<file path="src/common/pba_consts.svh">
`ifndef PBA_CONSTS_SVH
`define PBA_CONSTS_SVH

// ==========================================================================
// register byte offsets
`define PBA_OFS_PORT_MAP    16'hd100
`define PBA_OFS_CONFIG      16'hd104
`define PBA_OFS_STATUS      16'hd108
`define PBA_OFS_IRQ_EN      16'hd10c
`define PBA_OFS_RECORD      16'hd110
`define PBA_OFS_CUR_REQ     16'hd114
`define PBA_OFS_CUR_GNT     16'hd118
`define PBA_OFS_STATE       16'hd11c
`define PBA_OFS_IRQ_CLR     16'hd124

// ==========================================================================
// field positions
`define PBA_CFG_ON_BIT      0
`define PBA_CFG_CHK_BIT     1
`define PBA_CFG_FIX_BIT     3
`define PBA_ST_STUCK_BIT    0

// ==========================================================================
// reset values
`define PBA_RST_PORT_MAP    32'h76543210
`define PBA_RST_CONFIG      4'h0

// ==========================================================================
// timing counts, in link clock periods and in pclk cycles
`define PBA_FRAME_LIMIT     5'd16
`define PBA_STRAP_WAIT      2'd2

`endif

</file>
<file path="src/common/pba_pkg.sv">
`default_nettype none

package pba_pkg;

  // ========================================================================
  // slots 0..3 are the first-level ports, 4..7 the shared second-level group
  typedef logic [2:0] pba_slot_t;

  typedef enum logic [1:0] {
    PBA_OFF  = 2'b00,
    PBA_PARK = 2'b01,
    PBA_OWN  = 2'b10
  } pba_mode_t;

  typedef struct packed {
    logic [31:0] port_map;
    logic [3:0]  cfg;
    logic        irq_en;
    logic        status;
    logic [7:0]  record;
    pba_mode_t   mode;
    pba_slot_t   owner;
    logic [2:0]  l1_ptr;
    logic [1:0]  l2_ptr;
    logic [4:0]  cnt;
    logic        armed;
    logic        frame_q;
    logic        pci_q;
    logic [1:0]  strap_wait;
    logic        strap_done;
    logic        ext_mode;
    logic [4:0]  gnt;
    logic        ctrl_gnt;
    logic        req0;
    logic        irq;
    logic [31:0] prdata;
  } pba_state_t;

endpackage

`default_nettype wire

</file>
<file path="src/hdl/pba_arbiter.sv">
`include "pba_consts.svh"
`default_nettype none

module pba_arbiter (
  input  wire logic        pclk,
  input  wire logic        presetn,
  input  wire logic        ce,
  input  wire logic [15:0] paddr,
  input  wire logic        psel,
  input  wire logic        penable,
  input  wire logic        pwrite,
  input  wire logic [31:0] pwdata,
  output logic      [31:0] prdata,
  output logic             pready,
  output logic             pslverr,
  output logic             irq,
  input  wire logic        pci_clk,
  input  wire logic        frame_n,
  input  wire logic [3:0]  ext_req_n,
  input  wire logic        ext_gnt0_n_i,
  input  wire logic        ext_arb_strap,
  input  wire logic        ctrl_req,
  output logic             ctrl_gnt,
  output logic      [3:0]  ext_gnt_n_o,
  output logic      [3:0]  ext_gnt_n_oe_n,
  output logic             ext_req0_n_o,
  output logic             ext_req0_oe_n
);
  import pba_pkg::*;

  pba_state_t st_q;
  pba_state_t st_d;
  logic [7:0] pins_s;
  logic       s_pci;
  logic       s_frame_n;
  logic [3:0] s_req_n;
  logic       s_gnt0_n;
  logic       s_strap;
  logic [7:0] req_id;
  logic [7:0] slot_req;
  logic [7:0] elig;
  logic       found;
  pba_slot_t  win;
  logic [2:0] l1_nxt;
  logic [1:0] l2_nxt;
  logic       pci_rise;
  logic       run;
  logic       broken;
  logic       adv;
  logic       wr;
  logic       chk_on;

  // ========================================================================
  // helpers
  function automatic logic [2:0] slot_id(input logic [31:0] map, input pba_slot_t s);
    return map[{s, 2'b00} +: 3];
  endfunction

  function automatic logic [4:0] id_onehot(input logic [2:0] id);
    logic [7:0] t;
    t = 8'h01 << id;
    return t[4:0];
  endfunction

  function automatic logic addr_ok(input logic [15:0] a);
    return (a == `PBA_OFS_PORT_MAP) || (a == `PBA_OFS_CONFIG) ||
           (a == `PBA_OFS_STATUS)   || (a == `PBA_OFS_IRQ_EN) ||
           (a == `PBA_OFS_RECORD)   || (a == `PBA_OFS_CUR_REQ) ||
           (a == `PBA_OFS_CUR_GNT)  || (a == `PBA_OFS_STATE) ||
           (a == `PBA_OFS_IRQ_CLR);
  endfunction

  // ========================================================================
  // pin synchronisers
  pba_sync #(
    .W(8)
  ) u_sync (
    .pclk    (pclk),
    .presetn (presetn),
    .ce      (ce),
    .async_in({pci_clk, frame_n, ext_req_n, ext_gnt0_n_i, ext_arb_strap}),
    .sync_out(pins_s)
  );

  assign s_pci     = pins_s[7];
  assign s_frame_n = pins_s[6];
  assign s_req_n   = pins_s[5:2];
  assign s_gnt0_n  = pins_s[1];
  assign s_strap   = pins_s[0];

  // ========================================================================
  // requests by requester id, then by slot through the port map
  // id 0 controller, ids 1..4 external lines 3..0, ids 5..7 reserved
  always_comb begin
    req_id = {3'b000, ~s_req_n[0] & ~st_q.ext_mode, ~s_req_n[1], ~s_req_n[2],
              ~s_req_n[3], ctrl_req};
    for (int s = 0; s < 8; s++) begin
      slot_req[s] = req_id[slot_id(st_q.port_map, pba_slot_t'(s))];
    end
  end

  assign chk_on = st_q.cfg[`PBA_CFG_CHK_BIT];
  // clearing the check bit lifts every exclusion at once
  assign elig   = slot_req & ~(st_q.record & {8{chk_on}});

  pba_rr u_rr (
    .elig  (elig),
    .l1_ptr(st_q.l1_ptr),
    .l2_ptr(st_q.l2_ptr),
    .found (found),
    .win   (win),
    .l1_nxt(l1_nxt),
    .l2_nxt(l2_nxt)
  );

  assign pci_rise = s_pci & ~st_q.pci_q;
  assign run      = st_q.strap_done & ~st_q.ext_mode & st_q.cfg[`PBA_CFG_ON_BIT];
  assign wr       = psel & penable & pwrite & ce;

  // ========================================================================
  // next state: bus slave first, then arbitration so hardware sets win
  always_comb begin
    st_d   = st_q;
    broken = 1'b0;
    adv    = 1'b0;
    // read data is captured in the setup cycle, so pready can stay high
    if (psel && !penable) begin
      case (paddr)
        `PBA_OFS_PORT_MAP: st_d.prdata = st_q.port_map;
        `PBA_OFS_CONFIG:   st_d.prdata = {28'h0000000, st_q.cfg};
        `PBA_OFS_STATUS:   st_d.prdata = {31'h00000000, st_q.status};
        `PBA_OFS_IRQ_EN:   st_d.prdata = {31'h00000000, st_q.irq_en};
        `PBA_OFS_RECORD:   st_d.prdata = {24'h000000, st_q.record};
        `PBA_OFS_CUR_REQ:  st_d.prdata = {24'h000000, slot_req};
        `PBA_OFS_CUR_GNT:  st_d.prdata = {27'h0000000, st_q.gnt};
        `PBA_OFS_STATE:    st_d.prdata = {14'h0000, st_q.strap_done, st_q.ext_mode,
                                          2'b00, st_q.l2_ptr, 1'b0, st_q.l1_ptr,
                                          2'b00, st_q.mode, 1'b0, st_q.owner};
        default:           st_d.prdata = 32'h00000000;
      endcase
    end
    if (wr) begin
      case (paddr)
        `PBA_OFS_PORT_MAP: st_d.port_map = pwdata;
        `PBA_OFS_CONFIG:   st_d.cfg      = pwdata[3:0];
        `PBA_OFS_IRQ_EN:   st_d.irq_en   = pwdata[`PBA_ST_STUCK_BIT];
        `PBA_OFS_RECORD:   st_d.record   = st_q.record & ~pwdata[7:0];
        `PBA_OFS_IRQ_CLR:  st_d.status   = st_q.status & ~pwdata[`PBA_ST_STUCK_BIT];
        default:           st_d.status   = st_d.status;
      endcase
    end
    // boot strap is caught once the synchroniser has settled
    if (!st_q.strap_done) begin
      if (st_q.strap_wait == `PBA_STRAP_WAIT) begin
        st_d.strap_done = 1'b1;
        st_d.ext_mode   = s_strap;
      end else begin
        st_d.strap_wait = st_q.strap_wait + 2'd1;
      end
    end
    st_d.pci_q = s_pci;
    if (!run) begin
      st_d.mode  = PBA_OFF;
      st_d.armed = 1'b0;
    end else if (pci_rise) begin
      st_d.frame_q = s_frame_n;
      // idle-bus grant watchdog, counted in link clock periods
      if (st_q.armed && st_q.mode == PBA_OWN) begin
        if (!s_frame_n) begin
          st_d.armed = 1'b0;
        end else if (st_q.cnt == `PBA_FRAME_LIMIT - 5'd1) begin
          st_d.armed = 1'b0;
          if (chk_on) begin
            broken                = 1'b1;
            st_d.record[st_q.owner] = 1'b1;
            st_d.status           = 1'b1;
          end
        end else begin
          st_d.cnt = st_q.cnt + 5'd1;
        end
      end
      // re-arbitrate once the owner starts, drops out or is found broken
      case (st_q.mode)
        PBA_OWN: adv = ~elig[st_q.owner] | broken | (st_q.frame_q & ~s_frame_n);
        default: adv = 1'b1;
      endcase
      if (adv) begin
        if (found) begin
          st_d.owner  = win;
          st_d.mode   = PBA_OWN;
          st_d.l1_ptr = l1_nxt;
          st_d.l2_ptr = l2_nxt;
          st_d.armed  = s_frame_n;
          st_d.cnt    = 5'd0;
        end else begin
          st_d.mode  = PBA_PARK;
          st_d.armed = 1'b0;
          if (st_q.cfg[`PBA_CFG_FIX_BIT]) begin
            st_d.owner = 3'd0;
          end else begin
            st_d.owner = st_q.owner;
          end
        end
      end
    end
    // registered pin and interrupt outputs
    st_d.gnt      = (st_d.mode == PBA_OFF) ? 5'b00000
                    : id_onehot(slot_id(st_d.port_map, st_d.owner));
    st_d.ctrl_gnt = st_d.ext_mode ? ~s_gnt0_n : st_d.gnt[0];
    st_d.req0     = st_d.ext_mode & ctrl_req;
    st_d.irq      = st_d.status & st_d.irq_en;
  end

  // ========================================================================
  // state register
  always_ff @(posedge pclk or negedge presetn) begin
    if (!presetn) begin
      st_q          <= '0;
      st_q.port_map <= `PBA_RST_PORT_MAP;
      st_q.cfg      <= `PBA_RST_CONFIG;
      st_q.pci_q    <= 1'b0;
    end else if (ce) begin
      st_q <= st_d;
    end
  end

  // ========================================================================
  // outputs
  assign prdata         = st_q.prdata;
  assign pready         = ce; // a frozen block holds the access phase
  assign pslverr        = psel & penable & ~addr_ok(paddr);
  assign irq            = st_q.irq;
  assign ctrl_gnt       = st_q.ctrl_gnt;
  assign ext_gnt_n_o    = ~{st_q.gnt[1], st_q.gnt[2], st_q.gnt[3], st_q.gnt[4]};
  assign ext_gnt_n_oe_n = {3'b000, st_q.ext_mode};
  assign ext_req0_n_o   = ~st_q.req0;
  assign ext_req0_oe_n  = ~st_q.ext_mode;
endmodule

`default_nettype wire

</file>
<file path="src/hdl/pba_sync.sv">
`default_nettype none

// ==========================================================================
// two-stage synchroniser for pins from outside the pclk domain
module pba_sync #(
  parameter int W = 8
) (
  input  wire logic         pclk,
  input  wire logic         presetn,
  input  wire logic         ce,
  input  wire logic [W-1:0] async_in,
  output logic      [W-1:0] sync_out
);
  import pba_pkg::*;

  typedef struct packed {
    logic [W-1:0] s1;
    logic [W-1:0] s2;
  } pba_sync_st_t;

  pba_sync_st_t st_q;
  pba_sync_st_t st_d;

  // first stage feeds only the second
  always_comb begin
    st_d    = st_q;
    st_d.s1 = async_in;
    st_d.s2 = st_q.s1;
  end

  always_ff @(posedge pclk or negedge presetn) begin
    if (!presetn) begin
      st_q <= '0;
    end else if (ce) begin
      st_q <= st_d;
    end
  end

  assign sync_out = st_q.s2;

endmodule

`default_nettype wire

</file>
<file path="src/hdl/pba_rr.sv">
`default_nettype none

// ==========================================================================
// two-level round-robin pick: positions 0..3 first level, 4 = group slot
module pba_rr (
  input  wire logic [7:0] elig,
  input  wire logic [2:0] l1_ptr,
  input  wire logic [1:0] l2_ptr,
  output logic            found,
  output logic      [2:0] win,
  output logic      [2:0] l1_nxt,
  output logic      [1:0] l2_nxt
);
  import pba_pkg::*;

  logic [1:0] l2_pick;
  logic       l2_any;
  logic [2:0] pos;
  logic [1:0] idx;

  function automatic logic [2:0] wrap5(input logic [2:0] p, input int step);
    int s;
    s = int'(p) + step;
    if (s >= 5) begin
      s = s - 5;
    end
    return s[2:0];
  endfunction

  // searching from the far end leaves the nearest candidate last
  always_comb begin
    found   = 1'b0;
    win     = '0;
    l1_nxt  = l1_ptr;
    l2_nxt  = l2_ptr;
    l2_pick = l2_ptr;
    pos     = '0;
    idx     = '0;
    l2_any  = |elig[7:4];
    for (int i = 4; i >= 1; i--) begin
      idx = l2_ptr + i[1:0];
      if (elig[3'd4 + {1'b0, idx}]) begin
        l2_pick = idx;
      end
    end
    for (int i = 5; i >= 1; i--) begin
      pos = wrap5(l1_ptr, i);
      if ((pos < 3'd4) ? elig[pos] : l2_any) begin
        found  = 1'b1;
        l1_nxt = pos;
      end
    end
    if (found) begin
      win = (l1_nxt == 3'd4) ? (3'd4 + {1'b0, l2_pick}) : l1_nxt;
      if (l1_nxt == 3'd4) begin
        l2_nxt = l2_pick;
      end
    end
  end

endmodule

`default_nettype wire

</file>
<file path="config.mk">
export PLATFORM = sky130hd
export DESIGN_NAME = pba_arbiter
export DESIGN_NICKNAME = d
export VERILOG_FILES = /design/src/common/pba_pkg.sv /design/src/hdl/pba_arbiter.sv /design/src/hdl/pba_sync.sv /design/src/hdl/pba_rr.sv
export VERILOG_INCLUDE_DIRS = /design/src /design/src/common
export SDC_FILE = /design/constraint.sdc
export NUM_CORES = 1
export LEC_CHECK = 0
export BUFFER_PORTS_ARGS = -buffer_cell sky130_fd_sc_hd__clkbuf_2
export CAP_MARGIN = 20
export CORE_ASPECT_RATIO = 1.75
export CORE_MARGIN = 3
export CORE_UTILIZATION = 35
export DETAILED_ROUTE_END_ITERATION = 8
export GPL_TIMING_DRIVEN = 0
export SYNTH_ARGS = -nofsm -noshare
export SYNTH_HDL_FRONTEND = slang
export SYNTH_SLANG_ARGS = --single-unit
</file>
<file path="constraint.sdc">
create_clock -name pclk -period 8.1 [get_ports pclk]
set_input_delay 0 -clock pclk [delete_from_list [all_inputs] [get_ports pclk]]
set_output_delay 0 -clock pclk [all_outputs]
set_load 0.02 [all_outputs]
</file>
-- Yosys cells after proc, flatten, opt, wreduce, memory -nomap -nowiden
Cells that the tools add are included.
Widths: inputs -> output; s select.
- multiplexer cells: 100
- shift operators: 2
- eq/ne operators: 16
- reduce and logical (&&, ||, !) cells: 21
- add/subtract/negate cells: 19
- order comparisons: 28
- bitwise gates (word level): 35
- operator list (kind ; count):
    $pmux 32 s8 ; 1
    $eq 16x16->1 const B ; 9
    $lt 3x4->1 const B ; 17
    $bmux 1 s3 ; 17
    $mux 46 ; 1
    $mux 9 ; 5
    $mux 1 ; 44
    $mux 3 ; 12
    $mux 32 ; 1
    $shiftx 32x6->3 ; 1
    $mux 26 ; 1
    $and 8x8->8 ; 3
    $ge 4x3->1 const B ; 5
    $mux 5 ; 4
    $mux 16 ; 1
    $not 8->8 ; 2
    $lt 3x3->1 const B ; 5
    $sub 3x3->3 const B ; 5
    $mux 2 ; 7
    $not 1->1 ; 14
    $mux 13 ; 1
    $add 3x2->3 const A ; 4
    $and 1x1->1 ; 12
    $mux 10 ; 1
    other kinds (31) ; 48
- register bits after elaboration: 124
- output and inout port bits: 46

-- Logic depth before layout (Yosys ltp)
Gate-level depths: netlist of the first run.
- depth after elaboration: 23
- mapped depth: 20
- gate-level depth less buffers: 17

-- Hierarchy
A second synthesis of the first run with hierarchy kept.
- cell total of the unflattened synthesis: 967
- area, all modules: 8505.7 um2
- by module, submodules not included (module ; instances ; cells each ; area each (um2)):
    pba_arbiter ; 1 ; 764 ; 6662.6
    pba_rr ; 1 ; 169 ; 1193.6
    pba_sync ; 1 ; 34 ; 649.4

-- Least setup slack after synthesis of the first run
No wires, ideal clock.
- kind: flip-flop to flip-flop
- start: register st_q[55] (netlist bit)
- end: register st_q[35] (netlist bit)
- cell stages (with the launch flop): 19
- arrival: 4.511 ns
- clock period less this slack: 4.612 ns
- required time: 7.999 ns
- setup time: 0.101 ns
- setup slack: 3.488 ns
- path through: dfrtp_1 -> inv_1 -> ha_1 -> ha_1 -> buf_2 -> a21o_1 -> mux2_2 -> mux2i_1 -> a221oi_1 -> nand4bb_1 -> buf_4 -> or4_4 -> and3_4 -> o221a_1 -> buf_6 -> mux2_1 -> nor2_1 -> or3_4 -> o32ai_1
- cells in the longest elaborated chain, start to end: 20
- elaborated cells between the ends (all ways): 61
- classes of those cells: 10 x add/sub; 10 x order compare; 1 x eq/ne; 2 x shift; 37 x mux; 1 x reduce/logical
- RTL lines (what ; line ; text):
    from (decl) ; pba_arbiter.sv:31 ; pba_state_t st_q;
    from (signal assigned) ; pba_arbiter.sv:223 ; st_q <= st_d;
    $add 3x3->4 ; pba_rr.sv:23 ; s = int'(p) + step;
    $ge 4x3->1 or $sub 3x3->3 (tied branches) ; pba_rr.sv:24, pba_rr.sv:25 ;
    $mux 3 ; pba_rr.sv:24 ; if (s >= 5) begin
    $bmux 1 s3 ; pba_rr.sv:48 ; if ((pos < 3'd4) ? elig[pos] : l2_any) begin
    $mux 1 (not written as such) ; pba_rr.sv:48 ;
    $mux 1 ; pba_rr.sv:48 ;
    $mux 3 (5 in series) ; pba_rr.sv:48 ;
    $eq 3x3->1 ; pba_rr.sv:54 ; win = (l1_nxt == 3'd4) ? (3'd4 + {1'b0, l2_pick}) : l1_nxt;
    $mux 3 ; pba_rr.sv:54 ;
    $mux 5 * ; pba_arbiter.sv:188 ; if (found) begin
    $mux 16 * ; pba_arbiter.sv:187 ; if (adv) begin
    $mux 26 * ; pba_arbiter.sv:165 ; end else if (pci_rise) begin
    $mux 13 ; pba_arbiter.sv:162 ; if (!run) begin
    $shiftx 32x6->3 ; pba_arbiter.sv:56 ; return map[{s, 2'b00} +: 3];
    $shl 1x3->5 ; pba_arbiter.sv:61 ; t = 8'h01 << id;
    $mux 5 * ; pba_arbiter.sv:207 ; st_d.gnt = (st_d.mode == PBA_OFF) ? 5'b00000
Every way passes the cells marked *; elsewhere a longest branch is shown, timed or not. The select of a mux whose other input is x is not followed.
A chain may end at the register's enable or synchronous reset.

-- Worst setup path in the final report of the first run
Ends and elaborated chain as after synthesis.

==> results of run 1 <==
[worst max-delay path by stage]
stage	startpoint	endpoint	slack (ns)	cells after the start
6_report	st_q[55]	st_q[35]	2.53	18
5_1_grt	st_q[55]	st_q[35]	2.17	18
4_1_cts	st_q[55]	st_q[36]	2.37	15
3_5_place_dp	st_q[55]	st_q[36]	2.41	15
3_3_place_gp	st_q[55]	st_q[38]	2.48	15
2_1_floorplan	st_q[55]	st_q[35]	3.49	18
[flip-flops by register name, summed over array words and instances (netlist names), named ones only]
register,flops
st_q,64
prdata,32
u_sync.st_d,8
u_sync.sync_out,8
chk_on,1
ctrl_gnt,1
ext_gnt_n_oe_n,1
irq,1
[critical path: stages (launching register included)]
cell and delay, ns:
dfrtp_1 0.65, inv_1 0.26, ha_1 0.25, ha_1 0.29, buf_2 0.20, a21o_1 0.17, mux2_2 0.32, mux2i_1 0.16
a221oi_1 0.41, nand4bb_1 0.14, buf_4 0.19, o32ai_1 0.82, inv_1 0.09, o221a_1 0.16, buf_6 0.15, o221ai_1 0.19
a2bb2oi_1 0.41, mux2i_1 0.27, o32ai_1 0.33
[routing by layer]
layer,global-route usage (%),up-vias
li1,-,3452
met1,21.2,3594
met2,40.8,197
met3,2.46,74
met4,11.4,0
met5,0,-
[cells by family after synthesis]
| kind of cell | share of synthesized area (%) |
|---|---|
| compound gates | 19.1 |
| other cells | 0.0473 |
| flops | 39.4 |
| mux | 12.8 |
| fa+ha+maj | 2.31 |
| xor+xnor | 0.332 |
| buf+inv | 6.87 |
| simple gates | 19.2 |
[placed cells by master, fill, tap and decap left out, drive strengths merged, types with 5 or more instances in the layout]
cell,count
a21oi,28
mux2i,29
nor2,45
clkbuf,148
or3,5
ha,13
or2,7
o32ai,8
nor3,13
a211oi,9
inv,29
nor2b,18
a21o,5
a22o,7
nand3,37
dlygate4sd3,41
clkinv,6
o22ai,9
nor4,8
dfstp,12
o31ai,5
o21a,6
o21ai,69
mux2,62
nand2,120
nand2b,16
dfrtp,112
buf,52
a22oi,17
[final cells by class]
cell class                      instances  area (µm²)  area share (%)
Multi-Input combinational cell        636        4270            43.2
Sequential cell                       124        3120            31.5
Timing Repair Buffer                  149         987            9.98
Inverter                               29         109            1.10
Tap cell                              296         370            3.74
Buffer                                 71         435            4.40
Clock buffer                           22         464            4.69
Clock inverter                         10         139            1.40
[through the flow]
stage | hold slack, ns | cell area [µm²] | util [%]
3_3_place_gp | 0.235 | 8820 | 39.8
3_5_place_dp | -0.0982 | 8880 | 40.1
5_1_grt | 0.0381 | 9890 | 44.6
6_report | 0.0129 | 9890 | 44.6
2_1_floorplan | -0.296 | 7930 | -
4_1_cts | 0.00800 | 9890 | 44.6
[power groups by stage]
stage               Sequential, W  Combinational [W]  Clock, W
global placement         0.000665           0.000172         0
detailed placement       0.000665           0.000176         0
CTS                      0.000654           0.000192  0.000794
global route             0.000656           0.000208  0.000821
floorplan                0.000659           0.000100         0
finish                   0.000655           0.000193  0.000788
==> out/qor.yml, run 1 <==
status: "finished clean"
power_density_nw_per_um2: 165
power_frac_seq_pct: 40.0
slew_headroom_pct: 34.1
grt-ovfl-total: 0
hold_path_class: "in -> async"
fillers: 2155
setup_viol: 0
synth_edf_count: 0
place_inst: 1263
synth_top_area_share_pct: 35.4
synthFlopType: "dfrtp_1"
drive_gt1_share_pct: 27.1
hold_viol_final: 0
ys_warn_count: 0
slew_violations: 0
internal_power_w: 0.00122
clock.fmax_mhz: 180
vias: 7317
finalNonFillerCells: 1337
dp.final_hpwl_um: 19800
rrSetupSlack_ns: 2.53
end_kind: "flop"
met1Wirelength_um: 9520
start_util_pct: 35.7
power.share.clock_pct: 48.2
cp_max_fo: 12
yosysTopAreaCell: "dfrtp_1"
rsz0062_at_grt: "false"
place_congestion: 0.927
power_w: 0.00164
netlist_area_um2: 7920
crit_type: "reg -> reg"
clkSlewWorstSetupHoldPaths_ns: 0.06
ys_seq_area_share_pct: 39.4
port_buffers: 105
pin_count: 109
synth_common_cells: "nand2_1 (120), dfrtp_1 (112), mux2_2 (60)"
first_global_vias: 7358
leakage_nw: 4.44
cts.sinks: 124
dp_slack_ns: 2.41
yosysUniqueCellTypes: 94
die_w_um: 120
tns_ns: 0
routed_via_density: 5.47
routed-wl-met3_um: 718
die_area_um2: 24500
netlist_instances: 858
grt.total_usage_pct: 20.9
drt_iter0_markers: 467
routed.top_layer: "met4"
rows: 72
die_h_um: 205
nets: 1105
ys_ff_latch: 124
p_comb_share_pct: 11.8
post_cts_resized: 0
syn2layout_area_growth_pct: 24.9
r2r_cells: 18
layout_min_cycle_time_ns: 5.57
drc: 0
core_um2: 22200
cts_hold_buf: 41
power_switching_w: 0.000418
antenna_found_initial: 0
tightest_slew_ns: 0.981
grt_max_degree: 99
fin_ws_ns: 2.53
cts-buffers-inserted: 17
startpoint_type: "flop"
cts_buffer_depth: 2
num_antenna_cells: 0
routed_wirelength_um: 25700
ir_drop_mv: 0.143
drv_cap: 0
timing.rr.end: "st_q[35]"
r2r-start: "st_q[55]"
htreeDepth: 4
ys_top_cells_by_area: "dfrtp_1 (35%), mux2_2 (8.5%), nand2_1 (5.7%)"
async_flop_share_pct: 100
wl_met2_um: 14200
fin_crit_sh_pct: 68.7
grt_pass1_wl_um: 39800
synth.avg_cell_area_um2: 9.23
wl_per_cell_um: 19.2
power.share.switching_pct: 25.6
skew_ns: 0.00804
antenna_left: 0
clkLatencyLatePin_ns: 0.43
first_pass_iters: 5
cts_tree: "built"
synth_most_common_cell: "nand2_1"
root_buffer: "clkbuf_16"
post-cts-setup-buffers: 0
cp.required_ns: 8.42
critPathArrivalTime_ns: 5.89
Power figures use the tool's default switching activity.
==> run 2, diff against run 1 <==
--- a/config.mk
+++ b/config.mk
@@ -6,6 +6,7 @@
 export SDC_FILE = /design/constraint.sdc
 export NUM_CORES = 1
 export LEC_CHECK = 0
+export ABC_AREA = 1
 export BUFFER_PORTS_ARGS = -buffer_cell sky130_fd_sc_hd__clkbuf_2
 export CAP_MARGIN = 20
 export CORE_ASPECT_RATIO = 1.75
==> constraint.sdc (replaced) <==
create_clock -name pclk -period 5.63 [get_ports pclk]
set_input_delay 0 -clock pclk [delete_from_list [all_inputs] [get_ports pclk]]
set_output_delay 0 -clock pclk [all_outputs]
set_load 0.02 [all_outputs]
==> out/qor.yml, run 2 <==
critical-path-top-delay-family: "simple AND/OR/NAND/NOR gates"
htreeDepth: 4
pin_count: 109
cp.required_ns: 6.00
core_um2: 22200
setup_viol: 0
place_congestion: 0.952
die_area_um2: 24500
first_pass_iters: 7
synthFlopType: "dfrtp_1"
path_common_cell: "nand2_1"
routed_via_density: 5.02
synth.avg_cell_area_um2: 7.20
top_register: "st_q"
rsz0062_at_grt: "false"
post_cts_resized: 0
finalNonFillerCells: 1576
fin_crit_sh_pct: 80.0
crit_type: "reg -> reg"
async_flop_share_pct: 100
synth_most_common_cell: "nand2_1"
startpoint_type: "flop"
drt_iter0_markers: 485
dp.final_hpwl_um: 19700
netlist_instances: 1098
cts_tree: "built"
die_h_um: 205
slew_violations: 0
hold_path_class: "in -> async"
critPathArrivalTime_ns: 4.87
clkLatencyLatePin_ns: 0.43
slowest_delay_ns: 0.55
final_cell_mix: "nand2_1 (325), inv_1 (144), dfrtp_1 (112)"
status: "finished clean"
synth_top_area_share_pct: 35.4
drv_cap: 0
grt-ovfl-total: 0
first_global_vias: 7990
final_common_cell: "nand2_1"
cts.sinks: 124
port_buffers: 104
die_w_um: 120
nets: 1344
grt.total_usage_pct: 21.4
root_buffer: "clkbuf_16"
synth_common_cells: "nand2_1 (325), inv_1 (144), dfrtp_1 (112)"
drc: 0
grt_pass1_wl_um: 41200
cp_max_fo: 10
layout_min_cycle_time_ns: 4.51
drive_gt1_share_pct: 19.5
yosysTopAreaCell: "dfrtp_1"
place_inst: 1502
clkSlewWorstSetupHoldPaths_ns: 0.06
slowest_stage: "a22oi_1"
slew_headroom_pct: 31.2
vias: 7914
power_density_nw_per_um2: 225
clock.fmax_mhz: 222
grt_max_degree: 89
synth_edf_count: 0
start_util_pct: 35.7
ir_drop_mv: 0.166
post-cts-setup-buffers: 0
crit_buf_inv: 4
routed_wirelength_um: 25400
largest_reg_flops: 64
rows: 72
tightest_slew_ns: 1.02
yosysUniqueCellTypes: 56
ys_warn_count: 0
end_kind: "flop"
syn2layout_area_growth_pct: 24.3
ys_top_cells_by_area: "dfrtp_1 (35%), nand2_1 (15%), inv_1 (6.8%)"
tns_ns: 0
wl_per_cell_um: 16.1
ys_ff_latch: 124
antenna_found_initial: 0
skew_ns: 0.0113
ys_seq_area_share_pct: 39.4
netlist_area_um2: 7910
cts_buffer_depth: 2
cts-buffers-inserted: 17
num_antenna_cells: 0
hold_viol_final: 0
antenna_left: 0
leakage_nw: 4.91
==> run 2: stage by stage <==
step / area, µm² / power (W) / util, % / hold WS (ns) / setup slack (ns)
after floorplan: 7920 / 0.00106 / - / -0.296 / 1.98
after global placement: 8810 / 0.00115 / 39.7 / 0.211 / 1.19
after detailed placement: 8850 / 0.00116 / 39.9 / -0.0646 / 1.14
after CTS: 9830 / 0.00223 / 44.4 / 0.0446 / 1.13
after global routing: 9830 / 0.00229 / 44.4 / 0.0706 / 0.624
final: 9830 / 0.00221 / 44.4 / 0.0471 / 1.12
==> run 2: worst paths after layout <==
check | startpoint | end | slack [ns] | cells past startpoint
worst max-delay path | st_q[54] | ctrl_gnt | 1.12 | 26
worst min-delay path | presetn | u_sync.st_d[2] | 0.05 | 2
worst max register to register | st_q[54] | ctrl_gnt | 1.12 | 26
worst min register to register | u_sync.st_d[6] | u_sync.st_d[6] | 0.47 | 2
max in group asynchronous | presetn | asynchronous set/reset pin | 4.81 | 3
min in group pclk | ce | st_q[42] | 0.05 | 3
==> run 2: cells by family after synthesis <==
logic type / count (synthesis) / synth area share (%)
AO/OA/AOI/OAI: 187 / 14.1
XOR/XNOR: 10 / 1.20
adder cells (fa/ha/maj): 14 / 2.31
buffers and inverters: 223 / 12.7
flip-flops: 124 / 39.4
multiplexers: 6 / 0.854
other: 1 / 0.0474
AND/OR/NAND/NOR: 533 / 29.3
==> run 2: where the power goes <==
group	leakage (nW)	total [W]	internal (W)	switching (W)
clock network	0.271	0.00105	0.000622	0.000429
logic	3.06	0.000240	0.0000866	0.000153
registers	1.57	0.000923	0.000912	0.0000114
total	4.91	0.00221	0.00162	0.000594
==> run 2: final cells by class <==
type | count | area (µm²)
clock inverter | 12 | 113
timing repair buffer | 148 | 985
fill | 2337 | 12300
sequential | 124 | 3120
tap | 296 | 370
inverter | 156 | 586
multi-input combinational | 753 | 3790
clock buffer | 20 | 447
buffer | 67 | 419
==> run 2: what timing repair did <==
action                     in CTS  in global routing
setup endpoints to repair       0                  0
hold buffers                   42                  0
hold endpoints to repair      175                  0
==> run 2: per-layer routing <==
layer  routed length, µm  part of all wire, %  GRT usage (%)  vias to the layer above
met4                1200                  4.7           11.4                        0
met5                   0                    0              0                        -
met2               13400                   53           39.2                      260
met3                1040                  4.1           2.65                       60
li1                    -                    -              -                     3873
met1                9730                   38           24.0                     3721
==> run 3, diff against run 2 <==
--- a/config.mk
+++ b/config.mk
@@ -6,7 +6,7 @@
 export SDC_FILE = /design/constraint.sdc
 export NUM_CORES = 1
 export LEC_CHECK = 0
-export ABC_AREA = 1
+export ABC_AREA = 0
 export BUFFER_PORTS_ARGS = -buffer_cell sky130_fd_sc_hd__clkbuf_2
 export CAP_MARGIN = 20
 export CORE_ASPECT_RATIO = 1.75
==> constraint.sdc (replaced) <==
create_clock -name pclk -period 4.4 [get_ports pclk]
set_input_delay 0 -clock pclk [delete_from_list [all_inputs] [get_ports pclk]]
set_output_delay 0 -clock pclk [all_outputs]
set_load 0.02 [all_outputs]
==> out/qor.yml, run 3 (synthesis gave the netlist of run 1 again) <==
status: "finished with violations"
violations: "setup timing"
slew_violations: 0
critPathArrivalTime_ns: 4.83
leakage_nw: 4.70
htreeDepth: 4
setup_viol: 6
end_kind: "flop"
drive_gt1_share_pct: 35.3
vias: 7534
num_antenna_cells: 0
start_util_pct: 35.7
startpoint_type: "flop"
die_area_um2: 24500
port_buffers: 105
largest_reg_flops: 64
wl_per_cell_um: 19.7
fin_area_um2: 10600
grt.total_usage_pct: 21.7
rows: 72
layout_min_cycle_time_ns: 4.51
fin_crit_sh_pct: 103
syn2layout_area_growth_pct: 34.0
final_common_cell: "nand2_1"
routed_via_density: 5.52
first_global_vias: 7712
slew_headroom_pct: 31.4
rrSetupSlack_ns: -0.11
place_congestion: 0.944
die_h_um: 205
multi_input_area_um2: 4720
dp_slack_ns: -0.813
hold_path_class: "in -> reg"
tightest_slew_ns: 1.02
cts_tree: "built"
placed_cell_area_um2: 8900
grt-ovfl-total: 0
cts_buffer_depth: 2
hold_viol_final: 0
grt_max_degree: 65
seqCellArea_um2: 3120
drt_iter0_markers: 436
skew_ns: 0.0136
core_um2: 22200
pin_count: 109
fin_ws_ns: -0.113
antenna_found_initial: 0
grt_pass1_wl_um: 41300
nets: 1133
clkLatencyLatePin_ns: 0.42
root_buffer: "clkbuf_16"
cp_max_fo: 8
power_density_nw_per_um2: 289
fillers: 2127
cp.required_ns: 4.71
cts-buffers-inserted: 17
final_cell_mix: "nand2_1 (119), dfrtp_1 (109), clkbuf_2 (106)"
drc: 0
antenna_left: 0
die_w_um: 120
top_register: "st_q"
routed_wirelength_um: 26900
cts.sinks: 124
crit_type: "reg -> reg"
rsz0062_at_grt: "true"
dp.final_hpwl_um: 20000
drv_cap: 0
clock.fmax_mhz: 222
first_pass_iters: 5
clkSlewWorstSetupHoldPaths_ns: 0.06
ir_drop_mv: 0.266
-- run 3: cell type report --
| type | instances | share of cell area [%] |
|---|---|---|
| Multi-Input combinational cell | 636 | 44.5 |
| Sequential cell | 124 | 29.4 |
| Timing Repair Buffer | 178 | 11.4 |
| Clock buffer | 22 | 4.47 |
| Buffer | 70 | 4.27 |
| Tap cell | 296 | 3.49 |
| Clock inverter | 10 | 1.30 |
| Inverter | 29 | 1.16 |
-- run 3: worst paths after layout --
check,startpoint,endpoint,cells after the start
worst min register to register,prdata[15],prdata[15],2
worst max-delay path,st_q[55],st_q[37],18
min in group asynchronous,presetn,u_sync.st_d[1],2
max in group asynchronous,presetn,st_q[98],3
worst max register to register,st_q[55],st_q[37],18
worst min-delay path,paddr[4],st_q[71],4
-- run 3: power by group --
part / internal (W) / switching, W / leakage (nW) / total, W
Clock: 0.000936 / 0.000532 / 0.296 / 0.00147
Sequential: 0.00117 / 0.0000302 / 1.61 / 0.00121
Combinational: 0.000167 / 0.000225 / 2.80 / 0.000391
-- run 3: critical path, cell delays in order (launching register included) --
cell	delay (ns)
dfrtp_2	0.46
clkinv_4	0.12
ha_4	0.18
ha_4	0.21
buf_6	0.12
a21o_1	0.14
mux2_4	0.31
mux2i_2	0.17
a221oi_2	0.32
nand4bb_1	0.16
buf_6	0.16
or4_4	0.49
and3_4	0.18
o221a_1	0.25
buf_6	0.16
mux2i_4	0.18
nor3_2	0.10
or3_4	0.43
o32ai_1	0.28
-- run 3: stage by stage --
stage	setup TNS (ns)	power (W)	cells	util (%)	hold WS, ns
floorplan	0	0.00140	860	-	-0.296
global placement	-6.78	0.00154	1261	39.9	0.234
detailed placement	-4.79	0.00155	1264	40.2	0.0171
CTS	-0.204	0.00307	1360	47.4	0.0343
global route	-1.41	0.00317	1365	47.9	0.0682
finish	-0.522	0.00306	1365	47.9	0.0462
-- run 3: per-layer routing --
metal	wire [µm]	GRT usage [%]	share of wire [%]
met1	9600	21.8	36
met2	14800	41.9	55
met3	896	2.82	3.3
met4	1540	12.8	5.7
met5	0	0	0
-- run 3: repair_timing --
action                     4_1_cts  5_1_grt
pin swaps                       25        9
hold buffers                    41        0
gates resized for setup         79       14
hold endpoints to repair       113        0
setup endpoints to repair        8        8
setup buffers                   24        5
